[config.mk]
export PLATFORM = sky130hd
export DESIGN_NAME = fsl_prims
export DESIGN_NICKNAME = d
export VERILOG_FILES = /design/src/include/fsl_pkg.sv /design/src/include/fsl_gate_if.sv /design/src/rtl/fsl_prims.sv /design/src/rtl/fsl_gate_unit.sv
export SDC_FILE = /design/constraint.sdc
export NUM_CORES = 1
export LEC_CHECK = 0
export CAP_MARGIN = 15
export CORE_ASPECT_RATIO = 0.7
export CORE_MARGIN = 2
export CORE_UTILIZATION = 46
export CTS_CLUSTER_SIZE = 28
export DETAILED_ROUTE_END_ITERATION = 12
export DONT_BUFFER_PORTS = 1
export SLEW_MARGIN = 5
export SYNTH_ARGS = -nofsm -noshare
export SYNTH_HDL_FRONTEND = slang
export SYNTH_HIERARCHICAL = 1
export SYNTH_SLANG_ARGS = --single-unit
[constraint.sdc]
create_clock -name SYS_CLK -period 2.5 [get_ports SYS_CLK]
set_clock_uncertainty 0.05 [all_clocks]
set_input_delay 0.5 -clock SYS_CLK [delete_from_list [all_inputs] [get_ports SYS_CLK]]
set_output_delay 0.5 -clock SYS_CLK [all_outputs]
set_load 0.005 [all_outputs]
[src/include/fsl_pkg.sv]
// four-state encoding, pin polarity indices and evaluation functions
package fsl_pkg;

	// ----------------------------------------------------------------
	// value encoding
	// ----------------------------------------------------------------
	typedef logic [1:0] fsl_bit_t;
	localparam fsl_bit_t FS_0 = 2'h0;
	localparam fsl_bit_t FS_1 = 2'h1;
	localparam fsl_bit_t FS_Z = 2'h2;
	localparam fsl_bit_t FS_U = 2'h3;

	localparam int FS_MIN_INPUTS = 2;
	localparam int FS_MAX_INPUTS = 8;

	// ----------------------------------------------------------------
	// positions in a pin inversion mask
	// ----------------------------------------------------------------
	localparam int INV_W    = 7;
	localparam int INV_D    = 0;
	localparam int INV_CTL  = 1;
	localparam int INV_ONE  = 2;
	localparam int INV_ZERO = 3;
	localparam int INV_Q    = 4;
	localparam int INV_QN   = 5;
	localparam int INV_K    = 6;

	typedef enum logic [2:0] {
		FRC_NONE = 3'h0,
		FRC_ONE  = 3'h1,
		FRC_BOTH = 3'h3,
		FRC_ZERO = 3'h2,
		FRC_UNK  = 3'h6
	} fsl_force_t;

	// ----------------------------------------------------------------
	// evaluation functions
	// ----------------------------------------------------------------
	function automatic logic fs_known(input fsl_bit_t v);
		fs_known = (v == FS_0) || (v == FS_1);
	endfunction

	function automatic fsl_bit_t fs_pol(input fsl_bit_t v, input logic inv);
		if (inv && v == FS_0)
			fs_pol = FS_1;
		else if (inv && v == FS_1)
			fs_pol = FS_0;
		else
			fs_pol = v;
	endfunction

	function automatic fsl_bit_t fs_buf(input fsl_bit_t v);
		fs_buf = fs_known(v) ? v : FS_U;
	endfunction

	function automatic fsl_bit_t fs_and2(input fsl_bit_t a, input fsl_bit_t b);
		if (a == FS_0 || b == FS_0)
			fs_and2 = FS_0;
		else
			fs_and2 = (a == FS_1 && b == FS_1) ? FS_1 : FS_U;
	endfunction

	function automatic fsl_bit_t fs_or2(input fsl_bit_t a, input fsl_bit_t b);
		if (a == FS_1 || b == FS_1)
			fs_or2 = FS_1;
		else
			fs_or2 = (a == FS_0 && b == FS_0) ? FS_0 : FS_U;
	endfunction

	function automatic fsl_bit_t fs_xor2(input fsl_bit_t a, input fsl_bit_t b);
		if (fs_known(a) && fs_known(b))
			fs_xor2 = (a == b) ? FS_0 : FS_1;
		else
			fs_xor2 = FS_U;
	endfunction

	function automatic fsl_force_t fs_force(input fsl_bit_t one_n, input fsl_bit_t zero_n);
		if (!fs_known(one_n) || !fs_known(zero_n))
			fs_force = FRC_UNK;
		else if (one_n == FS_0 && zero_n == FS_0)
			fs_force = FRC_BOTH;
		else if (one_n == FS_0)
			fs_force = FRC_ONE;
		else if (zero_n == FS_0)
			fs_force = FRC_ZERO;
		else
			fs_force = FRC_NONE;
	endfunction

	function automatic fsl_bit_t fs_latch(input fsl_bit_t d, input fsl_bit_t en,
		input fsl_bit_t previous_state);
		if (en == FS_0)
			fs_latch = previous_state;
		else if (en == FS_1)
			fs_latch = fs_buf(d);
		else
			fs_latch = (d == previous_state) ? previous_state : FS_U;
	endfunction

	// true rail; the inverted rail is the same call with j and k swapped
	function automatic fsl_bit_t fs_tf_next(input fsl_bit_t j, input fsl_bit_t k,
		input fsl_bit_t q);
		if (!fs_known(j) || !fs_known(k))
			fs_tf_next = FS_U;
		else if (j == FS_0 && k == FS_0)
			fs_tf_next = q;
		else if (j == FS_0)
			fs_tf_next = FS_0;
		else if (k == FS_0)
			fs_tf_next = FS_1;
		else
			fs_tf_next = fs_pol(q, 1'h1);
	endfunction

endpackage

[src/include/fsl_gate_if.sv]
// signals between the library top and its combinational gate unit
`timescale 1ns/1ps
interface fsl_gate_if #(
	parameter int W = 1,
	parameter int N = 2
);
	logic [N-1:0][W-1:0][1:0] and_in;
	logic [N-1:0][W-1:0][1:0] or_in;
	logic [W-1:0][1:0]        xor_a;
	logic [W-1:0][1:0]        xor_b;
	logic [W-1:0][1:0]        buf_in;
	logic [W-1:0][1:0]        tsd_in;
	logic [1:0]               tsd_en_n;
	logic [W-1:0][1:0]        id_in;
	logic [W-1:0][1:0]        and_out;
	logic [W-1:0][1:0]        or_out;
	logic [W-1:0][1:0]        xor_out;
	logic [W-1:0][1:0]        buf_out;
	logic [W-1:0][1:0]        tsd_out;
	logic [W-1:0][1:0]        id_out;

	modport unit (
		input  and_in, or_in, xor_a, xor_b, buf_in, tsd_in, tsd_en_n, id_in,
		output and_out, or_out, xor_out, buf_out, tsd_out, id_out
	);
	modport user (
		output and_in, or_in, xor_a, xor_b, buf_in, tsd_in, tsd_en_n, id_in,
		input  and_out, or_out, xor_out, buf_out, tsd_out, id_out
	);
endinterface

[src/rtl/fsl_prims.sv]
// four-state primitive library: gates, toggle flop and latches
`timescale 1ns/1ps
module fsl_prims #(
	parameter int                        W          = 1,
	parameter int                        N          = 2,
	parameter logic [N-1:0]              AND_IN_INV = '0,
	parameter logic [N-1:0]              OR_IN_INV  = '0,
	parameter logic [fsl_pkg::INV_W-1:0] GATE_INV   = '0,
	parameter logic [fsl_pkg::INV_W-1:0] XOR_INV    = '0,
	parameter logic [fsl_pkg::INV_W-1:0] BUF_INV    = '0,
	parameter logic [fsl_pkg::INV_W-1:0] TSD_INV    = '0,
	parameter logic [fsl_pkg::INV_W-1:0] ID_INV     = '0,
	parameter logic [fsl_pkg::INV_W-1:0] TF_INV     = '0,
	parameter logic [fsl_pkg::INV_W-1:0] LT_INV     = '0,
	parameter logic [fsl_pkg::INV_W-1:0] FL_INV     = '0,
	parameter logic [fsl_pkg::INV_W-1:0] DL_INV     = '0
) (
	input  wire logic                     SYS_CLK,
	input  wire logic                     SYS_RST,
	input  wire logic [N-1:0][W-1:0][1:0] AND_IN,
	output logic      [W-1:0][1:0]        AND_OUT,
	input  wire logic [N-1:0][W-1:0][1:0] OR_IN,
	output logic      [W-1:0][1:0]        OR_OUT,
	input  wire logic [W-1:0][1:0]        XOR_A,
	input  wire logic [W-1:0][1:0]        XOR_B,
	output logic      [W-1:0][1:0]        XOR_OUT,
	input  wire logic [W-1:0][1:0]        BUF_IN,
	output logic      [W-1:0][1:0]        BUF_OUT,
	input  wire logic [W-1:0][1:0]        TSD_IN,
	input  wire logic [1:0]               TSD_EN_N,
	output logic      [W-1:0][1:0]        TSD_OUT,
	input  wire logic [W-1:0][1:0]        ID_IN,
	input  wire logic [W-1:0]             ID_WEAK_IN,
	output logic      [W-1:0][1:0]        ID_OUT,
	output logic      [W-1:0]             ID_WEAK_OUT,
	input  wire logic [W-1:0][1:0]        TF_J,
	input  wire logic [W-1:0][1:0]        TF_K,
	input  wire logic [1:0]               TF_CLK,
	input  wire logic [1:0]               TF_FORCE_ONE_N,
	input  wire logic [1:0]               TF_FORCE_ZERO_N,
	output logic      [W-1:0][1:0]        TF_Q,
	output logic      [W-1:0][1:0]        TF_Q_N,
	input  wire logic [W-1:0][1:0]        LT_D,
	input  wire logic [1:0]               LT_EN,
	output logic      [W-1:0][1:0]        LT_Q,
	input  wire logic [W-1:0][1:0]        FL_D,
	input  wire logic [1:0]               FL_EN,
	input  wire logic [1:0]               FL_FORCE_ONE_N,
	input  wire logic [1:0]               FL_FORCE_ZERO_N,
	output logic      [W-1:0][1:0]        FL_Q,
	input  wire logic [W-1:0][1:0]        DL_D,
	input  wire logic [1:0]               DL_EN,
	input  wire logic [1:0]               DL_FORCE_ONE_N,
	input  wire logic [1:0]               DL_FORCE_ZERO_N,
	output logic      [W-1:0][1:0]        DL_Q,
	output logic      [W-1:0][1:0]        DL_Q_N
);
	localparam logic [2*W-1:0] ALL_U = {W{fsl_pkg::FS_U}};

	// ----------------------------------------------------------------
	// combinational gate unit
	// ----------------------------------------------------------------
	fsl_gate_if #(.W(W), .N(N)) gate ();

	assign gate.and_in   = AND_IN;
	assign gate.or_in    = OR_IN;
	assign gate.xor_a    = XOR_A;
	assign gate.xor_b    = XOR_B;
	assign gate.buf_in   = BUF_IN;
	assign gate.tsd_in   = TSD_IN;
	assign gate.tsd_en_n = TSD_EN_N;
	assign gate.id_in    = ID_IN;

	fsl_gate_unit #(
		.W          (W),
		.N          (N),
		.AND_IN_INV (AND_IN_INV),
		.OR_IN_INV  (OR_IN_INV),
		.GATE_INV   (GATE_INV),
		.XOR_INV    (XOR_INV),
		.BUF_INV    (BUF_INV),
		.TSD_INV    (TSD_INV),
		.ID_INV     (ID_INV)
	) u_gate (
		.u (gate.unit)
	);

	// --------------------------------
	// registered gate outputs
	// --------------------------------
	always_ff @(posedge SYS_CLK) begin
		if (SYS_RST) begin
			AND_OUT     <= ALL_U;
			OR_OUT      <= ALL_U;
			XOR_OUT     <= ALL_U;
			BUF_OUT     <= ALL_U;
			TSD_OUT     <= ALL_U;
			ID_OUT      <= ALL_U;
			ID_WEAK_OUT <= '0;
		end else begin
			AND_OUT     <= gate.and_out;
			OR_OUT      <= gate.or_out;
			XOR_OUT     <= gate.xor_out;
			BUF_OUT     <= gate.buf_out;
			TSD_OUT     <= gate.tsd_out;
			ID_OUT      <= gate.id_out;
			ID_WEAK_OUT <= ID_WEAK_IN;
		end
	end

	// ----------------------------------------------------------------
	// toggle flop: one-bit controls after pin polarity
	// ----------------------------------------------------------------
	fsl_pkg::fsl_bit_t   tf_clk;
	fsl_pkg::fsl_bit_t   tf_clk_prev;
	fsl_pkg::fsl_bit_t   tf_one_n;
	fsl_pkg::fsl_bit_t   tf_zero_n;
	fsl_pkg::fsl_force_t tf_force;
	logic                tf_clk_moved;
	logic                tf_rise;
	logic                tf_to_unk;

	assign tf_clk       = fsl_pkg::fs_pol(TF_CLK, TF_INV[fsl_pkg::INV_CTL]);
	assign tf_one_n     = fsl_pkg::fs_pol(TF_FORCE_ONE_N, TF_INV[fsl_pkg::INV_ONE]);
	assign tf_zero_n    = fsl_pkg::fs_pol(TF_FORCE_ZERO_N, TF_INV[fsl_pkg::INV_ZERO]);
	assign tf_force     = fsl_pkg::fs_force(tf_one_n, tf_zero_n);
	assign tf_clk_moved = (tf_clk != tf_clk_prev);
	assign tf_rise      = (tf_clk_prev == fsl_pkg::FS_0) && (tf_clk == fsl_pkg::FS_1);
	// a move onto z or u clouds the flop when no force is active
	assign tf_to_unk    = !fsl_pkg::fs_known(tf_clk) && tf_clk_moved;

	// --------------------------------
	// clock history for edge detection
	// --------------------------------
	always_ff @(posedge SYS_CLK) begin
		if (SYS_RST)
			tf_clk_prev <= fsl_pkg::FS_U;
		else
			tf_clk_prev <= tf_clk;
	end

	// ----------------------------------------------------------------
	// latch controls after pin polarity
	// ----------------------------------------------------------------
	fsl_pkg::fsl_bit_t   lt_en;
	fsl_pkg::fsl_bit_t   fl_en;
	fsl_pkg::fsl_bit_t   fl_one_n;
	fsl_pkg::fsl_bit_t   fl_zero_n;
	fsl_pkg::fsl_bit_t   dl_en;
	fsl_pkg::fsl_force_t dl_force;
	logic                fl_zero_on;
	logic                fl_zero_unk;
	logic                fl_one_on;
	logic                fl_one_unk;

	assign lt_en     = fsl_pkg::fs_pol(LT_EN, LT_INV[fsl_pkg::INV_CTL]);
	assign fl_en     = fsl_pkg::fs_pol(FL_EN, FL_INV[fsl_pkg::INV_CTL]);
	assign fl_one_n  = fsl_pkg::fs_pol(FL_FORCE_ONE_N, FL_INV[fsl_pkg::INV_ONE]);
	assign fl_zero_n = fsl_pkg::fs_pol(FL_FORCE_ZERO_N, FL_INV[fsl_pkg::INV_ZERO]);
	assign dl_en     = fsl_pkg::fs_pol(DL_EN, DL_INV[fsl_pkg::INV_CTL]);
	assign dl_force  = fsl_pkg::fs_force(
		fsl_pkg::fs_pol(DL_FORCE_ONE_N, DL_INV[fsl_pkg::INV_ONE]),
		fsl_pkg::fs_pol(DL_FORCE_ZERO_N, DL_INV[fsl_pkg::INV_ZERO]));

	assign fl_zero_on  = (fl_zero_n == fsl_pkg::FS_0);
	assign fl_zero_unk = !fsl_pkg::fs_known(fl_zero_n);
	assign fl_one_on   = (fl_one_n == fsl_pkg::FS_0);
	assign fl_one_unk  = !fsl_pkg::fs_known(fl_one_n);

	// ----------------------------------------------------------------
	// per-bit state of the sequential primitives
	// ----------------------------------------------------------------
	for (genvar b = 0; b < W; b++) begin : g_seq
		fsl_pkg::fsl_bit_t tf_j;
		fsl_pkg::fsl_bit_t tf_k;
		fsl_pkg::fsl_bit_t tf_q;
		fsl_pkg::fsl_bit_t tf_qn;
		fsl_pkg::fsl_bit_t next_tf_q;
		fsl_pkg::fsl_bit_t next_tf_qn;
		fsl_pkg::fsl_bit_t tf_edge_q;
		fsl_pkg::fsl_bit_t tf_edge_qn;
		fsl_pkg::fsl_bit_t lt_q;
		fsl_pkg::fsl_bit_t next_lt_q;
		fsl_pkg::fsl_bit_t fl_q;
		fsl_pkg::fsl_bit_t fl_latch;
		fsl_pkg::fsl_bit_t next_fl_q;
		fsl_pkg::fsl_bit_t dl_d;
		fsl_pkg::fsl_bit_t dl_q;
		fsl_pkg::fsl_bit_t dl_qn;
		fsl_pkg::fsl_bit_t next_dl_q;
		fsl_pkg::fsl_bit_t next_dl_qn;
		fsl_pkg::fsl_bit_t dl_d_n;
		fsl_pkg::fsl_bit_t dl_lat_q;
		fsl_pkg::fsl_bit_t dl_lat_qn;
		fsl_pkg::fsl_bit_t tf_q_pin;
		fsl_pkg::fsl_bit_t tf_qn_pin;
		fsl_pkg::fsl_bit_t lt_q_pin;
		fsl_pkg::fsl_bit_t fl_q_pin;
		fsl_pkg::fsl_bit_t dl_q_pin;
		fsl_pkg::fsl_bit_t dl_qn_pin;

		// --------------------------------
		// toggle flop data after pin polarity
		// --------------------------------
		assign tf_j = fsl_pkg::fs_pol(TF_J[b], TF_INV[fsl_pkg::INV_D]);
		assign tf_k = fsl_pkg::fs_pol(TF_K[b], TF_INV[fsl_pkg::INV_K]);

		// j and k swap roles on the inverted rail
		assign tf_edge_q  = fsl_pkg::fs_tf_next(tf_j, tf_k, tf_q);
		assign tf_edge_qn = fsl_pkg::fs_tf_next(tf_k, tf_j, tf_qn);

		// --------------------------------
		// toggle flop next state, forces before the clock event
		// --------------------------------
		always_comb begin
			case (tf_force)
				fsl_pkg::FRC_UNK: begin
					next_tf_q  = fsl_pkg::FS_U;
					next_tf_qn = fsl_pkg::FS_U;
				end
				fsl_pkg::FRC_BOTH: begin
					next_tf_q  = fsl_pkg::FS_1;
					next_tf_qn = fsl_pkg::FS_1;
				end
				fsl_pkg::FRC_ONE: begin
					next_tf_q  = fsl_pkg::FS_1;
					next_tf_qn = fsl_pkg::FS_0;
				end
				fsl_pkg::FRC_ZERO: begin
					next_tf_q  = fsl_pkg::FS_0;
					next_tf_qn = fsl_pkg::FS_1;
				end
				default: begin
					if (tf_to_unk) begin
						next_tf_q  = fsl_pkg::FS_U;
						next_tf_qn = fsl_pkg::FS_U;
					end else if (tf_rise) begin
						next_tf_q  = tf_edge_q;
						next_tf_qn = tf_edge_qn;
					end else begin
						next_tf_q  = tf_q;
						next_tf_qn = tf_qn;
					end
				end
			endcase
		end

		// --------------------------------
		// plain latch
		// --------------------------------
		assign next_lt_q = fsl_pkg::fs_latch(
			fsl_pkg::fs_pol(LT_D[b], LT_INV[fsl_pkg::INV_D]), lt_en, lt_q);

		// --------------------------------
		// single-output forced latch: clearing force checked first
		// --------------------------------
		assign fl_latch  = fsl_pkg::fs_latch(
			fsl_pkg::fs_pol(FL_D[b], FL_INV[fsl_pkg::INV_D]), fl_en, fl_q);
		assign next_fl_q = fl_zero_on ? fsl_pkg::FS_0 :
			fl_zero_unk ? fsl_pkg::FS_U :
			fl_one_on ? fsl_pkg::FS_1 :
			fl_one_unk ? fsl_pkg::FS_U : fl_latch;

		// --------------------------------
		// dual rail forced latch
		// --------------------------------
		assign dl_d      = fsl_pkg::fs_pol(DL_D[b], DL_INV[fsl_pkg::INV_D]);
		assign dl_d_n    = fsl_pkg::fs_pol(dl_d, 1'h1);
		assign dl_lat_q  = fsl_pkg::fs_latch(dl_d, dl_en, dl_q);
		assign dl_lat_qn = fsl_pkg::fs_latch(dl_d_n, dl_en, dl_qn);

		always_comb begin
			case (dl_force)
				fsl_pkg::FRC_UNK: begin
					next_dl_q  = fsl_pkg::FS_U;
					next_dl_qn = fsl_pkg::FS_U;
				end
				fsl_pkg::FRC_BOTH: begin
					next_dl_q  = fsl_pkg::FS_1;
					next_dl_qn = fsl_pkg::FS_1;
				end
				fsl_pkg::FRC_ONE: begin
					next_dl_q  = fsl_pkg::FS_1;
					next_dl_qn = fsl_pkg::FS_0;
				end
				fsl_pkg::FRC_ZERO: begin
					next_dl_q  = fsl_pkg::FS_0;
					next_dl_qn = fsl_pkg::FS_1;
				end
				default: begin
					next_dl_q  = dl_lat_q;
					next_dl_qn = dl_lat_qn;
				end
			endcase
		end

		// ------------------------------------------------------------
		// internal state, unknown after reset
		// ------------------------------------------------------------
		always_ff @(posedge SYS_CLK) begin
			if (SYS_RST) begin
				tf_q  <= fsl_pkg::FS_U;
				tf_qn <= fsl_pkg::FS_U;
				lt_q  <= fsl_pkg::FS_U;
				fl_q  <= fsl_pkg::FS_U;
				dl_q  <= fsl_pkg::FS_U;
				dl_qn <= fsl_pkg::FS_U;
			end else begin
				tf_q  <= next_tf_q;
				tf_qn <= next_tf_qn;
				lt_q  <= next_lt_q;
				fl_q  <= next_fl_q;
				dl_q  <= next_dl_q;
				dl_qn <= next_dl_qn;
			end
		end

		// ------------------------------------------------------------
		// pin polarity ahead of the output register
		// ------------------------------------------------------------
		assign tf_q_pin  = fsl_pkg::fs_pol(next_tf_q, TF_INV[fsl_pkg::INV_Q]);
		assign tf_qn_pin = fsl_pkg::fs_pol(next_tf_qn, TF_INV[fsl_pkg::INV_QN]);
		assign lt_q_pin  = fsl_pkg::fs_pol(next_lt_q, LT_INV[fsl_pkg::INV_Q]);
		assign fl_q_pin  = fsl_pkg::fs_pol(next_fl_q, FL_INV[fsl_pkg::INV_Q]);
		assign dl_q_pin  = fsl_pkg::fs_pol(next_dl_q, DL_INV[fsl_pkg::INV_Q]);
		assign dl_qn_pin = fsl_pkg::fs_pol(next_dl_qn, DL_INV[fsl_pkg::INV_QN]);

		// ------------------------------------------------------------
		// output pin registers
		// ------------------------------------------------------------
		always_ff @(posedge SYS_CLK) begin
			if (SYS_RST) begin
				TF_Q[b]   <= fsl_pkg::FS_U;
				TF_Q_N[b] <= fsl_pkg::FS_U;
				LT_Q[b]   <= fsl_pkg::FS_U;
				FL_Q[b]   <= fsl_pkg::FS_U;
				DL_Q[b]   <= fsl_pkg::FS_U;
				DL_Q_N[b] <= fsl_pkg::FS_U;
			end else begin
				TF_Q[b]   <= tf_q_pin;
				TF_Q_N[b] <= tf_qn_pin;
				LT_Q[b]   <= lt_q_pin;
				FL_Q[b]   <= fl_q_pin;
				DL_Q[b]   <= dl_q_pin;
				DL_Q_N[b] <= dl_qn_pin;
			end
		end
	end
endmodule

[src/rtl/fsl_gate_unit.sv]
// combinational four-state gates, buffers and identity path
`timescale 1ns/1ps
module fsl_gate_unit #(
	parameter int                            W           = 1,
	parameter int                            N           = 2,
	parameter logic [N-1:0]                  AND_IN_INV  = '0,
	parameter logic [N-1:0]                  OR_IN_INV   = '0,
	parameter logic [fsl_pkg::INV_W-1:0]     GATE_INV    = '0,
	parameter logic [fsl_pkg::INV_W-1:0]     XOR_INV     = '0,
	parameter logic [fsl_pkg::INV_W-1:0]     BUF_INV     = '0,
	parameter logic [fsl_pkg::INV_W-1:0]     TSD_INV     = '0,
	parameter logic [fsl_pkg::INV_W-1:0]     ID_INV      = '0
) (
	fsl_gate_if.unit u
);
	fsl_pkg::fsl_bit_t tsd_en;

	assign tsd_en = fsl_pkg::fs_pol(u.tsd_en_n, TSD_INV[fsl_pkg::INV_CTL]);

	for (genvar b = 0; b < W; b++) begin : g_bit
		fsl_pkg::fsl_bit_t and_acc;
		fsl_pkg::fsl_bit_t or_acc;
		fsl_pkg::fsl_bit_t tsd_raw;

		// ----------------------------------------------------------------
		// wide gates folded over the inputs
		// ----------------------------------------------------------------
		always_comb begin
			and_acc = fsl_pkg::FS_1;
			or_acc  = fsl_pkg::FS_0;
			for (int i = 0; i < N; i++) begin
				and_acc = fsl_pkg::fs_and2(and_acc,
					fsl_pkg::fs_pol(u.and_in[i][b], AND_IN_INV[i]));
				or_acc  = fsl_pkg::fs_or2(or_acc,
					fsl_pkg::fs_pol(u.or_in[i][b], OR_IN_INV[i]));
			end
		end

		assign u.and_out[b] = fsl_pkg::fs_pol(and_acc, GATE_INV[fsl_pkg::INV_Q]);
		assign u.or_out[b]  = fsl_pkg::fs_pol(or_acc, GATE_INV[fsl_pkg::INV_QN]);
		assign u.xor_out[b] = fsl_pkg::fs_pol(fsl_pkg::fs_xor2(
			fsl_pkg::fs_pol(u.xor_a[b], XOR_INV[fsl_pkg::INV_D]),
			fsl_pkg::fs_pol(u.xor_b[b], XOR_INV[fsl_pkg::INV_K])),
			XOR_INV[fsl_pkg::INV_Q]);
		assign u.buf_out[b] = fsl_pkg::fs_pol(fsl_pkg::fs_buf(
			fsl_pkg::fs_pol(u.buf_in[b], BUF_INV[fsl_pkg::INV_D])),
			BUF_INV[fsl_pkg::INV_Q]);

		// ----------------------------------------------------------------
		// three-state driver and identity
		// ----------------------------------------------------------------
		assign tsd_raw = (tsd_en == fsl_pkg::FS_0) ? fsl_pkg::fs_buf(
			fsl_pkg::fs_pol(u.tsd_in[b], TSD_INV[fsl_pkg::INV_D])) :
			(tsd_en == fsl_pkg::FS_1) ? fsl_pkg::FS_Z : fsl_pkg::FS_U;
		assign u.tsd_out[b] = fsl_pkg::fs_pol(tsd_raw, TSD_INV[fsl_pkg::INV_Q]);
		assign u.id_out[b]  = fsl_pkg::fs_pol(fsl_pkg::fs_pol(u.id_in[b],
			ID_INV[fsl_pkg::INV_D]), ID_INV[fsl_pkg::INV_Q]);
	end
endmodule

==> flow_summary_export.csv <==
group,metric,value,unit
sta,fmax,0.6143,GHz
cts,clk_path_buf_depth,2,
cts,holdBufCountCts,0,
sta,relSlewSlack,0.6536,
setup_path,critPathArrivalTime,1750,ps
sta,rsz0062_at_grt,"false",
final_layout,nNetsFinal,220,
global_routing,grt_usage,0.1696,
synth,syn-mean-instance-area,8.981,sq um
placed_design,dpl.hpwl,2429,microns
route,dr_total_vias,1179,
placed_design,gp_congestion,0.8243,
floorplanning,rows,17,
hold_path,hold_path.class,"input pin to flop",
cts,cts_root_buf,"clkbuf_8",
cts,path_clk_slew,90,ps
cts,cts_tree,"done",
floorplanning,die-area,0.003657,sq mm
sta,hold_viol,0,
power_and_ir_drop,combPwrFrac,0.108,
synth,netlist.area_leader.share,0.3692,
route,drt_wl_total,3042,microns
global_routing,overflow,0,
route,postRouteAntennaNets,0,
sta,worstMarginPinSlew,512.6,ps
sta,slew_viol_final,0,
setup_path,end_kind,"flop",
global_routing,grt_pass1_wl,4836,microns
global_routing,antenna_found_initial,0,
route,detail_route.wl_per_cell,15.21,microns
global_routing,grt_pass1_vias,1120,
power_and_ir_drop,ir_drop,0.2387,mV
synth,synth_area,0.001464,sq mm
cts,cts_max_level,1,
route,drt_iter0_drc,43,
sta,hold-worst-slack,240.3,ps
global_routing,grt_max_degree,24,
setup_path,critical_path_class,"flop to flop",
power_and_ir_drop,p_sw_frac,0.2358,
synth,synth_commonest_cells,"dfxtp_1 (27), or2_2 (18), nor2_1 (10), o21ai_0 (10), inv_1 (9)",
placed_design,port_buffers,0,
synth,yosysWarningCount,6,
power_and_ir_drop,p_leak,0.5564,nW
cts,cts.sinks,27,
power_and_ir_drop,power_density,523.9,mW/mm^2
route,firstDrtPassIters,4,
synth,syn_nets,220,
final_layout,utilization,0.4941,
power_and_ir_drop,power.switching,188.3,uW
power_and_ir_drop,power.share.sequential,0.581,
synth,synthArstFlopShare,0,
synth,synth_edf_count,0,
cts,post-cts-setup-buffer-count,0,
synth,synth_ff_type,"dfxtp_1",
synth,yosysSeqAreaShare,0.3692,
sta,fin_crit_sh,0.6512,
final_layout,fillers,309,
route,viasPerCell,5.895,
run,drv_cap,0,
floorplanning,die_w,71.43,microns
final_layout,stdcell_area,0.001524,sq mm
floorplanning,ioPinCount,78,
placed_design,place_inst,196,
setup_path,crit_path_start_kind,"flop",
cts,numCtsBuffers,3,
cts,clk_latency,270,ps
synth,synth-seq-cells,27,
sta,min_period,1628,ps
setup_path,crit_fanout,3,
synth,synth_cell_types,49,
synth,synth_top_area_cell,"dfxtp_1",
power_and_ir_drop,clkPwrFrac,0.310,
final_layout,fin_cells,200,
final_layout,drive_gt1_frac,0.1852,
final_layout,areaGrowthSynthToFinish,4.102,%
floorplanning,die_h,51.20,microns
sta,setup_viol,0,
cts,post_cts_resized,0,
synth,ys_top_cells_by_area,"dfxtp_1 (37%), or2_2 (7.7%), xnor2_1 (4.2%), ha_1 (3.4%), o21ai_0 (3.4%)",
synth,syn_inst,163,
sta,finalSetupTns,0,ps
setup_path,crit_required,2620,ps
final_layout,diodes,0,
floorplanning,initial_core_util,0.4746,
synth,yosysMostFrequentCell,"dfxtp_1",
placed_design,dpl-instance-area,0.001478,sq mm
floorplanning,core-area,0.003084,sq mm
power_and_ir_drop,p_int,610.2,uW
status,status,"completed",
route,drc_errors,0,
## cells by family after synthesis
logic type | after synthesis | share of synthesized area
adder cells (fa/ha/maj) | 4 | 0.03419
AO/OA/AOI/OAI | 43 | 0.2188
AND/OR/NAND/NOR | 66 | 0.2778
flip-flops | 27 | 0.3692
buffers and inverters | 14 | 0.04615
XOR/XNOR | 9 | 0.05385
## critical path, stage by stage (launching register included)
cell,delay [ps]
dfxtp_1,350
nor4b_4,300
o211ai_2,150
a221o_1,370
a221o_1,310
## cell type report
type / instances / area, sq um / share of cell area
Tap cell: 38 / 47.55 / 0.03120
Clock inverter: 1 / 5.005 / 0.003284
Clock buffer: 3 / 41.29 / 0.02709
Multi-Input combinational cell: 122 / 855.8 / 0.5616
Sequential cell: 27 / 540.5 / 0.3547
Inverter: 9 / 33.78 / 0.02217
## power groups by stage
stage          clock [mW]  sequential [mW]  combinational [mW]
3_3_place_gp            0            0.474              0.0825
4_1_cts             0.257            0.465              0.0862
2_1_floorplan           0            0.470              0.0817
6_report            0.248            0.464              0.0865
5_1_grt             0.274            0.467              0.0969
3_5_place_dp            0            0.474              0.0860
## per-layer routing
layer  vias up  wire, microns  part of all wire  global-route usage
met4         0              8            0.0026             0.03774
li1        582              -                 -                   -
met2        46           1411              0.46              0.2824
met1       549           1368              0.45              0.2053
met3         2            253             0.083             0.07101
met5         -              0                 0                   0
## layout by cell type, fill, tap and decap left out, types with 2 or more instances in the layout
cell,instances
dfxtp_1,27
or2_2,18
nor2_1,10
o21ai_0,10
inv_1,9
nand2_1,7
xnor2_1,7
a21oi_1,6
nor3_1,6
ha_1,4
a31oi_1,3
a221o_1,3
o22a_1,3
nand2b_1,3
clkbuf_8,3
nor2b_1,2
nor4bb_1,2
or4_1,2
o211ai_2,2
and3_1,2
xor2_1,2
a21o_1,2
nand3_1,2
nor4_1,2
o21a_1,2
## per-stage QoR
stage	total power [mW]	setup WS, ps
3_3_place_gp	0.5566	704.2
5_1_grt	0.8372	803.2
2_1_floorplan	0.5522	746.1
6_report	0.7984	872.0
4_1_cts	0.8074	869.5
3_5_place_dp	0.5602	684.6
## worst paths after layout
| kind | from | end | slack (ps) | cells after the start |
|---|---|---|---|---|
| max | tf_clk_prev[1]$_SDFF_PP1_ | g_seq[0].tf_qn[0]$_SDFFE_PP1P_ | 870 | 4 |
| min | SYS_RST | ID_WEAK_OUT$_SDFF_PP0_ | 240 | 1 |
| max reg2reg | tf_clk_prev[1]$_SDFF_PP1_ | g_seq[0].tf_qn[0]$_SDFFE_PP1P_ | 870 | 4 |
| min reg2reg | g_seq[0].lt_q[1]$_SDFFE_PP1P_ | g_seq[0].lt_q[1]$_SDFFE_PP1P_ | 540 | 2 |
No activity file was read; power rests on OpenSTA's default activity.
